<file path="config.mk">
export PLATFORM = sky130hd
export DESIGN_NAME = supervisor_watchdog_reset
export DESIGN_NICKNAME = d
export VERILOG_FILES = /design/src/supervisor_watchdog_reset.v
export VERILOG_INCLUDE_DIRS = /design/src
export SDC_FILE = /design/constraint.sdc
export NUM_CORES = 1
export LEC_CHECK = 0
export ABC_AREA = 0
export BUFFER_PORTS_ARGS = -buffer_cell sky130_fd_sc_hd__buf_2
export CAP_MARGIN = 20
export CORE_AREA = 2 2 80 82
export DETAILED_ROUTE_END_ITERATION = 10
export DIE_AREA = 0 0 82 84
export HOLD_SLACK_MARGIN = 0.12
export PLACE_DENSITY = 0.67
export SKIP_LAST_GASP = 1
export SLEW_MARGIN = 30
export SYNTH_ARGS = -nofsm -noshare
export SYNTH_HDL_FRONTEND = slang
export SYNTH_SLANG_ARGS = --single-unit
</file>
<file path="constraint.sdc">
create_clock -name clk -period 3 [get_ports clk]
set_input_delay 0.3 -clock clk [delete_from_list [all_inputs] [get_ports clk]]
set_output_delay 0.3 -clock clk [all_outputs]
set_load 0.03 [all_outputs]
</file>
<file path="src/supervisor_watchdog_reset_defines.vh">
`ifndef SUPERVISOR_WATCHDOG_RESET_DEFINES_VH
`define SUPERVISOR_WATCHDOG_RESET_DEFINES_VH

`define CLK_FREQ_HZ 125000000
`define TICK_PERIOD_US 100
`define TICK_CYCLES ((`CLK_FREQ_HZ / 1000000) * `TICK_PERIOD_US)
`define TICKS_PER_MS (1000 / `TICK_PERIOD_US)
`define BROWNOUT_HOLD_MS 200
`define POWER_UP_RESET_HOLD_MS 250
`define WDOG_PERIOD_00_MS 1400
`define WDOG_PERIOD_01_MS 600
`define WDOG_PERIOD_10_MS 200
`define BROWNOUT_HOLD_TICKS (`BROWNOUT_HOLD_MS * `TICKS_PER_MS)
`define POWER_UP_HOLD_TICKS (`POWER_UP_RESET_HOLD_MS * `TICKS_PER_MS)
`define WDOG_00_TICKS (`WDOG_PERIOD_00_MS * `TICKS_PER_MS)
`define WDOG_01_TICKS (`WDOG_PERIOD_01_MS * `TICKS_PER_MS)
`define WDOG_10_TICKS (`WDOG_PERIOD_10_MS * `TICKS_PER_MS)
`define WDOG_SEL_DISABLED 2'h3
`define WDOG_SEL_RESET 2'h3
`define TICK_CNT_W 16
`define HOLD_CNT_W 15

`endif

</file>
<file path="src/supervisor_watchdog_reset.v">
`timescale 1ns/100ps
`include "supervisor_watchdog_reset_defines.vh"
module supervisor_watchdog_reset #(
  parameter RESET_ACTIVE_HIGH = 0,
  parameter TICK_CYCLES = `TICK_CYCLES
) (
  input wire clk,
  input wire resetn,
  input wire supplyLowRaw,
  input wire sdaIn,
  input wire sclIn,
  input wire writeProtectIn,
  input wire busTransactionDone,
  input wire busBusy,
  input wire periodWriteReq,
  input wire [1:0] periodWriteData,
  input wire nvWriteReq,
  input wire nvWriteBusy,
  output wire resetOut,
  output wire resetOe,
  output wire busAbort,
  output wire busAcceptEn,
  output wire nvWriteGrant,
  output reg [1:0] watchdogPeriodSel,
  output reg resetActive
);

  localparam ST_POWERUP = 2'h0;
  localparam ST_RUN = 2'h1;
  localparam ST_BROWNOUT = 2'h2;
  localparam ST_WDOG = 2'h3;

  // Tick counts held at full width, then cut to the counter widths on purpose
  localparam [31:0] TICK_FULL = TICK_CYCLES;
  localparam [31:0] PUP_HOLD_FULL = `POWER_UP_HOLD_TICKS;
  localparam [31:0] BO_HOLD_FULL = `BROWNOUT_HOLD_TICKS;
  localparam [31:0] WDOG_00_FULL = `WDOG_00_TICKS;
  localparam [31:0] WDOG_01_FULL = `WDOG_01_TICKS;
  localparam [31:0] WDOG_10_FULL = `WDOG_10_TICKS;
  localparam [`TICK_CNT_W-1:0] TICK_LAST = TICK_FULL[`TICK_CNT_W-1:0] - 1'b1;
  localparam [`HOLD_CNT_W-1:0] PUP_HOLD_LAST = PUP_HOLD_FULL[`HOLD_CNT_W-1:0] - 1'b1;
  localparam [`HOLD_CNT_W-1:0] BO_HOLD_LAST = BO_HOLD_FULL[`HOLD_CNT_W-1:0] - 1'b1;
  localparam [`HOLD_CNT_W-1:0] WDOG_00_LAST = WDOG_00_FULL[`HOLD_CNT_W-1:0] - 1'b1;
  localparam [`HOLD_CNT_W-1:0] WDOG_01_LAST = WDOG_01_FULL[`HOLD_CNT_W-1:0] - 1'b1;
  localparam [`HOLD_CNT_W-1:0] WDOG_10_LAST = WDOG_10_FULL[`HOLD_CNT_W-1:0] - 1'b1;
  localparam [`HOLD_CNT_W-1:0] CNT_MAX = {`HOLD_CNT_W{1'b1}};

  // Last tick count before the watchdog expires
  function [`HOLD_CNT_W-1:0] wdogLast;
    input [1:0] sel;
    begin
      case (sel)
        2'h0: wdogLast = WDOG_00_LAST;
        2'h1: wdogLast = WDOG_01_LAST;
        2'h2: wdogLast = WDOG_10_LAST;
        default: wdogLast = CNT_MAX;
      endcase
    end
  endfunction

  function [`HOLD_CNT_W-1:0] holdLast;
    input [1:0] st;
    begin
      case (st)
        ST_POWERUP: holdLast = PUP_HOLD_LAST;
        default: holdLast = BO_HOLD_LAST;
      endcase
    end
  endfunction

  reg supMeta_q;
  reg supLow_q;
  reg sdaMeta_q;
  reg sda_q;
  reg sdaPrev_q;
  reg sclMeta_q;
  reg scl_q;
  reg sclPrev_q;
  reg wpMeta_q;
  reg wp_q;
  reg [`TICK_CNT_W-1:0] tickCnt_q;
  reg [`TICK_CNT_W-1:0] tickCnt_d;
  reg tick_q;
  reg [1:0] state_q;
  reg [1:0] state_d;
  reg [`HOLD_CNT_W-1:0] holdCnt_q;
  reg [`HOLD_CNT_W-1:0] holdCnt_d;
  reg [`HOLD_CNT_W-1:0] wdogCnt_q;
  reg [`HOLD_CNT_W-1:0] wdogCnt_d;
  reg abort_q;
  reg abort_d;
  reg inFrame_q;
  wire startCond;
  wire stopCond;
  wire sdaEdge;
  wire wdogOn;
  wire holdDone;
  wire wdogExpired;
  wire wdogRestart;

  // Two-flop synchronisers; first stage read only by second
  always @(posedge clk) begin
    if (!resetn) begin
      supMeta_q <= 1'b1;
      supLow_q <= 1'b1;
    end else begin
      supMeta_q <= supplyLowRaw;
      supLow_q <= supMeta_q;
    end
  end

  // Data line keeps one extra stage for edge detection
  always @(posedge clk) begin
    if (!resetn) begin
      sdaMeta_q <= 1'b1;
      sda_q <= 1'b1;
      sdaPrev_q <= 1'b1;
    end else begin
      sdaMeta_q <= sdaIn;
      sda_q <= sdaMeta_q;
      sdaPrev_q <= sda_q;
    end
  end

  // Clock line idles high under its pull-up, so no false edge after reset
  always @(posedge clk) begin
    if (!resetn) begin
      sclMeta_q <= 1'b1;
      scl_q <= 1'b1;
      sclPrev_q <= 1'b1;
    end else begin
      sclMeta_q <= sclIn;
      scl_q <= sclMeta_q;
      sclPrev_q <= scl_q;
    end
  end

  // Write-protect resets low: an unused pin is tied to ground
  always @(posedge clk) begin
    if (!resetn) begin
      wpMeta_q <= 1'b0;
      wp_q <= 1'b0;
    end else begin
      wpMeta_q <= writeProtectIn;
      wp_q <= wpMeta_q;
    end
  end

  assign sdaEdge = sda_q != sdaPrev_q;
  assign startCond = scl_q && sclPrev_q && sdaPrev_q && !sda_q;
  assign stopCond = scl_q && sclPrev_q && !sdaPrev_q && sda_q;
  assign wdogOn = watchdogPeriodSel != `WDOG_SEL_DISABLED;

  // Single timebase shared by every hold and watchdog interval
  always @* begin
    if (tickCnt_q == TICK_LAST) begin
      tickCnt_d = {`TICK_CNT_W{1'b0}};
    end else begin
      tickCnt_d = tickCnt_q + 1'b1;
    end
  end

  always @(posedge clk) begin
    if (!resetn) begin
      tickCnt_q <= {`TICK_CNT_W{1'b0}};
      tick_q <= 1'b0;
    end else begin
      tickCnt_q <= tickCnt_d;
      tick_q <= tickCnt_q == TICK_LAST;
    end
  end

  // Tracks a framed transaction, start then stop
  always @(posedge clk) begin
    if (!resetn || supLow_q) begin
      inFrame_q <= 1'b0;
    end else if (startCond) begin
      inFrame_q <= 1'b1;
    end else if (stopCond) begin
      inFrame_q <= 1'b0;
    end
  end

  // Period bits stand in for nonvolatile storage; reset loads the factory code
  always @(posedge clk) begin
    if (!resetn) begin
      watchdogPeriodSel <= `WDOG_SEL_RESET;
    end else if (periodWriteReq && !wp_q && !supLow_q) begin
      watchdogPeriodSel <= periodWriteData;
    end
  end

  assign holdDone = tick_q && holdCnt_q == holdLast(state_q);
  assign wdogExpired = wdogOn && tick_q && wdogCnt_q >= wdogLast(watchdogPeriodSel);

  // Reset sequencer, next state
  always @* begin
    state_d = state_q;
    holdCnt_d = holdCnt_q;
    abort_d = 1'b0;
    case (state_q)
      ST_POWERUP: begin
        if (supLow_q) begin
          holdCnt_d = {`HOLD_CNT_W{1'b0}};
        end else if (holdDone) begin
          state_d = ST_RUN;
          holdCnt_d = {`HOLD_CNT_W{1'b0}};
        end else if (tick_q) begin
          holdCnt_d = holdCnt_q + 1'b1;
        end
      end
      ST_RUN: begin
        if (supLow_q) begin
          state_d = ST_BROWNOUT;
          holdCnt_d = {`HOLD_CNT_W{1'b0}};
          abort_d = 1'b1;
        end else if (wdogExpired) begin
          state_d = ST_WDOG;
          holdCnt_d = {`HOLD_CNT_W{1'b0}};
        end
      end
      ST_BROWNOUT: begin
        // Any dip restarts the full hold; supply must stay good throughout
        if (supLow_q) begin
          holdCnt_d = {`HOLD_CNT_W{1'b0}};
        end else if (holdDone) begin
          state_d = ST_RUN;
          holdCnt_d = {`HOLD_CNT_W{1'b0}};
        end else if (tick_q) begin
          holdCnt_d = holdCnt_q + 1'b1;
        end
      end
      ST_WDOG: begin
        // Watchdog reset pulse reuses the brownout hold length
        if (supLow_q) begin
          state_d = ST_BROWNOUT;
          holdCnt_d = {`HOLD_CNT_W{1'b0}};
          abort_d = 1'b1;
        end else if (holdDone) begin
          state_d = ST_RUN;
          holdCnt_d = {`HOLD_CNT_W{1'b0}};
        end else if (tick_q) begin
          holdCnt_d = holdCnt_q + 1'b1;
        end
      end
      default: begin
        state_d = ST_POWERUP;
        holdCnt_d = {`HOLD_CNT_W{1'b0}};
      end
    endcase
  end

  always @(posedge clk) begin
    if (!resetn) begin
      state_q <= ST_POWERUP;
      holdCnt_q <= {`HOLD_CNT_W{1'b0}};
      abort_q <= 1'b0;
    end else begin
      state_q <= state_d;
      holdCnt_q <= holdCnt_d;
      abort_q <= abort_d;
    end
  end

  assign wdogRestart = sdaEdge || busTransactionDone || (inFrame_q && stopCond);

  // Watchdog count; any data edge, framed transaction or reset clears it
  always @* begin
    if (state_q != ST_RUN) begin
      wdogCnt_d = {`HOLD_CNT_W{1'b0}};
    end else if (wdogRestart) begin
      wdogCnt_d = {`HOLD_CNT_W{1'b0}};
    end else if (tick_q && wdogCnt_q != CNT_MAX) begin
      wdogCnt_d = wdogCnt_q + 1'b1;
    end else begin
      wdogCnt_d = wdogCnt_q;
    end
  end

  always @(posedge clk) begin
    if (!resetn) begin
      wdogCnt_q <= {`HOLD_CNT_W{1'b0}};
    end else begin
      wdogCnt_q <= wdogCnt_d;
    end
  end

  always @(posedge clk) begin
    if (!resetn) begin
      resetActive <= 1'b1;
    end else begin
      resetActive <= state_q != ST_RUN;
    end
  end

  // Open drain: pull only when the output level is low
  assign resetOut = 1'b0;
  assign resetOe = RESET_ACTIVE_HIGH ? !resetActive : resetActive;
  assign busAbort = abort_q && busBusy;
  assign busAcceptEn = !supLow_q;
  // A write already running is finished by the engine; only new starts are gated
  assign nvWriteGrant = nvWriteReq && !supLow_q && !wp_q && !nvWriteBusy;

endmodule // supervisor_watchdog_reset

</file>
# == After elaboration in Yosys (flattened, before gate mapping) ==
# Index checks and enable logic that the tools add are counted.
# word_totals
register_bits,64
inputBits,13
output_inout_bits,8
elab_cells,91
# op_classes
addsub,3
magnitude_cmp,1
eq_ne,14
n_mux,17
bitwise,1
n_reduce_logical,36
# op_table
operator,count
2-to-1 mux 15 bit,5
case mux 15 bit (3 select lines),1
adder 15 x 1 -> 15 bit (second input constant),2
case mux 15 bit (2 select lines),1
adder 16 x 1 -> 16 bit (second input constant),1
equality test 16 x 14 -> 1 bit (second input constant),1
logical AND 1 bit,16
equality test 15 bit,1
greater-or-equal comparator 15 bit,1
inequality test 15 bit (second input constant),1
2-to-1 mux 12 bit,1
2-to-1 mux 2 bit,5
equality test 2 bit (second input constant),3
zero test 1 bit,6
case mux 2 bit (3 select lines),1
AND reduction 2 bit,3
OR reduction 2 bit,3
OR reduction 3 bit,2
equality test 2 x 1 -> 1 bit (second input constant),2
zero test 2 bit,2
inequality test 2 bit (second input constant),2
inequality test 4 x 1 -> 1 bit (second input constant),1
logical OR 1 bit,3
2-to-1 mux 1 bit,3
5 further kinds,5

# == Logic depth before layout (Yosys ltp) ==
# logic_depth
depth_word,7
ltp_mapped,9
ltp_nobuf,9

# == Worst setup path after synthesis ==
# Ideal clock, no wire load.
# synth_timing
kind,register to register
from,reg watchdogPeriodSel[0]
to,reg holdCnt_q[11]
setup_time_ps,59
arrival_time_ps,2512
t_required_ps,2941
path_slack_ps,429
stages_incl_launch_ff,10
n_path_buf,0
synth_period_minus_slack_ps,2571
path_cell_list,dfxtp_1 > inv_1 > ha_1 > ha_1 > a21oi_1 > nand2_1 > a21oi_1 > nand3_1 > o31ai_1 > a221o_2
# synth_between
elab_chain_cells,6
word_cells_on_any_way,10
classes_between,order compare: 1; eq/ne: 4; mux: 1; reduce/logical: 4
# synth_rtl
element,line_no,text
start: declaration,supervisor_watchdog_reset.v:24,"output reg [1:0] watchdogPeriodSel,"
start signal: assignment,supervisor_watchdog_reset.v:187,watchdogPeriodSel <= `WDOG_SEL_RESET;
start signal: assignment,supervisor_watchdog_reset.v:189,watchdogPeriodSel <= periodWriteData;
"equality test 2 bit, or another cell as far along",supervisor_watchdog_reset.v:52,case (sel)
case mux 15 bit (3 select lines),supervisor_watchdog_reset.v:52,
greater-or-equal comparator 15 bit,supervisor_watchdog_reset.v:194,assign wdogExpired = wdogOn && tick_q && wdogCnt_q >= wdogLast(watchdogPeriodSel);
logical AND 1 bit (*),supervisor_watchdog_reset.v:194,
inequality test 3 bit (no line) (*),n/a,
AND reduction 2 bit (no line) (*),n/a,
end signal: assignment,supervisor_watchdog_reset.v:256,holdCnt_q <= {`HOLD_CNT_W{1'b0}};
end signal: assignment,supervisor_watchdog_reset.v:260,holdCnt_q <= holdCnt_d;
end: declaration,supervisor_watchdog_reset.v:86,reg [`HOLD_CNT_W-1:0] holdCnt_q;
# Every way passes the cells marked *; elsewhere a longest branch is shown, timed or not.
# A chain may end at the register's enable or synchronous reset.

# == Final worst setup path ==
# layout_timing
from,reg watchdogPeriodSel[1]
to,reg holdCnt_q[11]
# The elaborated chain is that of the path after synthesis.

==> out/results.txt <==
Mapped Area: 2940 um^2
Synth Area in Simple Gates: 29.5%
Skew final: 0.00713 ns
Final Net Count: 393
CTS Sinks: 60
Hold_buf cts: 0
Die area: 6890 um^2
Slowest CP cell: o31ai_2
Synth Net Count: 374
Final hold violations: 0
FFs w/ async S/R, synth: 0%
Vias per cell: 5.45
Core area: 6100 um^2
# IOs: 21
TritonCTS Buffers: 9
Initial antenna violation count: 0
Fmax: 397 MHz
Crit path launch type: register
Area grow syn2layout: 10.2%
Buf/Inv on CP: 1
Clock Path Buffers: 2
Site Rows: 29
Adder-Cell Fraction of Synth Area: 6.81%
Rel. slew slack: 47.8%
Slowest Stage Delay on Critical Path: 0.60 ns
Status: complete, no violations
Grt ovf: 0
Worst EP arrival: 2.80 ns
Total chip power: 1490 uW
CTS tree: done
Post-synthesis mux area share: 0.681%
Chip width: 82 um
Setup Viol. Count Final: 0
Pwr dens: 459 nW/um^2
Pin count of the biggest net entering global routing: 17
Tot GR Track Use: 19.3%
Post-Layout Cell Count: 446
Drt initial violations: 57
First-pass DRT Iterations: 5
TNS Setup: 0 ns
Leak Pwr: 0.00123 uW
CP Cell Sequence: inv_1 > ha_1 > ha_1 > a21oi_1 > nand2_1 > a21oi_1 > nand3_1 > o31ai_2 > a221o_2
Worst-margin pin slew: 0.780 ns
Drt wl/cell: 13.1 um
Critical Path Fanout Max: 7
Post-synthesis sequential area ratio: 40.9%
Post-Synth XOR/XNOR Area: 7.75%
Setup Buffers After CTS: 0
Unrepaired setup endpoints after global routing: false
Period utilization: 84.0%
Vias: 2429
Min-Delay Path Class: in2reg
Min Tclk post-route: 2.52 ns
CP endpoint kind: register
Complex-gate fraction of the synthesized area: 9.67%
Post-synth EDFFs: 0
Drt total wl: 5850 um
Final core occ: 53.1%
Post_cts resized: 0
RD Place Congestion: 0.839
Worst reg-to-reg setup slack: 0.48 ns
Family with the most delay on the worst path: compound AO/OA/AOI/OAI gates
Cell count after synthesis: 345
First-pass GRT wire length: 10200 um
Pre-CTS WS: 0.476 ns
Avg Cell Area, Syn: 8.52 um^2
Die Span Y: 84 um
Vias in the first global route: 2321
Clock Latency Late Sink: 0.34 ns
Min-delay src: sdaIn
Dominant synthesized flop cell: dfxtp_1
Largest family of logic cells by synthesized area: simple AND/OR/NAND/NOR gates
Post-route ant nets: 0
Root buf cell: clkbuf_8
Synth cell types: 45
Post-route DRC: 0
Worst setup slack after layout: 0.479 ns
H-tree depth: 3
Ys Warns: 0
R2r startpoint: watchdogPeriodSel[1]
Share of cells above drive strength 1: 12.2%
Setup CP Type: reg2reg
Req. time, crit path: 3.28 ns
FF+latch count, synth: 60
Pins over their slew limit: 0
Clock transition at path regs: 0.07 ns
Worst setup path start: watchdogPeriodSel[1]
# port buffers: 18
Antenna cell count: 0
VDD IR max: 307 uV
Initial Util: 48.2%
Max Cap Viol: 0
DP HPWL: 4220 um
Dpl cells: 430
worst paths after layout:
path	endpoint	cells after the start
max	holdCnt_q[11]	9
min reg2reg	supLow_q	1
min	sdaMeta_q	2
max reg2reg	holdCnt_q[11]	9
sequential cells by signal, summed over array words and instances (netlist names):
name,cells
abort_q,1
holdCnt_q,15
resetActive,1
sdaMeta_q,1
sdaPrev_q,1
sda_q,1
state_q,2
supLow_q,1
supMeta_q,1
tickCnt_q,16
tick_q,1
watchdogPeriodSel,2
wdogCnt_q,15
wpMeta_q,1
wp_q,1
cells in the mapped netlist (2+ instances only):
cell type,instances,area share [%]
a211o_1,6,1.8
a21oi_1,8,1.4
and2_1,4,0.85
and3_1,5,1.1
and3_2,4,1.0
buf_4,3,0.77
buf_6,2,0.77
clkbuf_1,6,0.77
dfxtp_1,60,41
ha_1,16,6.8
inv_1,18,2.3
mux2i_1,2,0.68
nand2_1,29,3.7
nand2b_1,5,1.1
nand3_1,26,4.4
nand4_1,12,2.6
nor2_1,47,6.0
nor2b_1,2,0.43
nor3_1,14,2.4
nor4_1,8,1.7
nor4b_1,2,0.60
o211ai_1,5,1.3
o21ai_0,4,0.68
o22ai_1,2,0.43
o31ai_1,2,0.51
or3_1,10,2.1
xnor2_1,14,4.2
xor2_1,12,3.6
layout by cell type (no fill, tap or decap), types with 4 or more instances in the layout:
cell type / netlist / routed
a211o_1: 6 / 6
a21oi_1: 8 / 8
and2_1: 4 / 4
and3_1: 5 / 5
and3_2: 4 / 4
buf_2: 0 / 18
clkbuf_8: 0 / 10
clkinv_2: 0 / 4
dfxtp_1: 60 / 60
ha_1: 16 / 16
inv_1: 18 / 18
nand2_1: 29 / 29
nand2b_1: 5 / 5
nand3_1: 26 / 26
nand4_1: 12 / 12
nor2_1: 47 / 47
nor3_1: 14 / 14
nor4_1: 8 / 8
o211ai_1: 5 / 5
o21ai_0: 4 / 4
or3_1: 10 / 10
xnor2_1: 14 / 14
xor2_1: 12 / 12
routing by layer:
metal | vias up | GRT usage [%] | share of wire, %
li1 | 1243 | - | -
met1 | 1135 | 23.3 | 46
met2 | 41 | 29.9 | 47
met3 | 10 | 8.01 | 4.6
met4 | 0 | 7.88 | 1.8
met5 | - | 0 | 0
power breakdown:
part           leakage [uW]  internal, uW  switching, uW
registers          0.000485           805           7.56
clock network     0.0000889           316            306
logic              0.000659          19.5           31.8
total               0.00123          1140            346
area by class of cell:
cell class	instances	area, um^2
tap	77	96.3
clock buffer	11	141
fill	587	2860
clock inverter	5	27.5
inverter	18	67.6
sequential	60	1200
multi-input combinational	256	1610
timing repair buffer	19	97.6
stage by stage:
step                cell area (um^2)  hold slack, ns
global placement                3060           0.388
detailed placement              3070           0.392
CTS                             3240           0.130
global route                    3240           0.124
finish                          3240           0.142
floorplan                       2940           0.386
cells by family after synthesis:
kind of cell | count (synthesis)
other | 1
adder cells (fa/ha/maj) | 16
XOR/XNOR | 26
flip-flops | 60
AND/OR/NAND/NOR | 174
multiplexers | 2
buffers and inverters | 29
AO/OA/AOI/OAI | 37
worst reg2reg max path: stages, from the launching register on:
cell and delay (ns):
dfxtp_1 0.41, inv_1 0.09, ha_1 0.28, ha_1 0.32, a21oi_1 0.15, nand2_1 0.07, a21oi_1 0.14, nand3_1 0.15
o31ai_2 0.60, a221o_2 0.27
(Power assumes the default switching activity.)
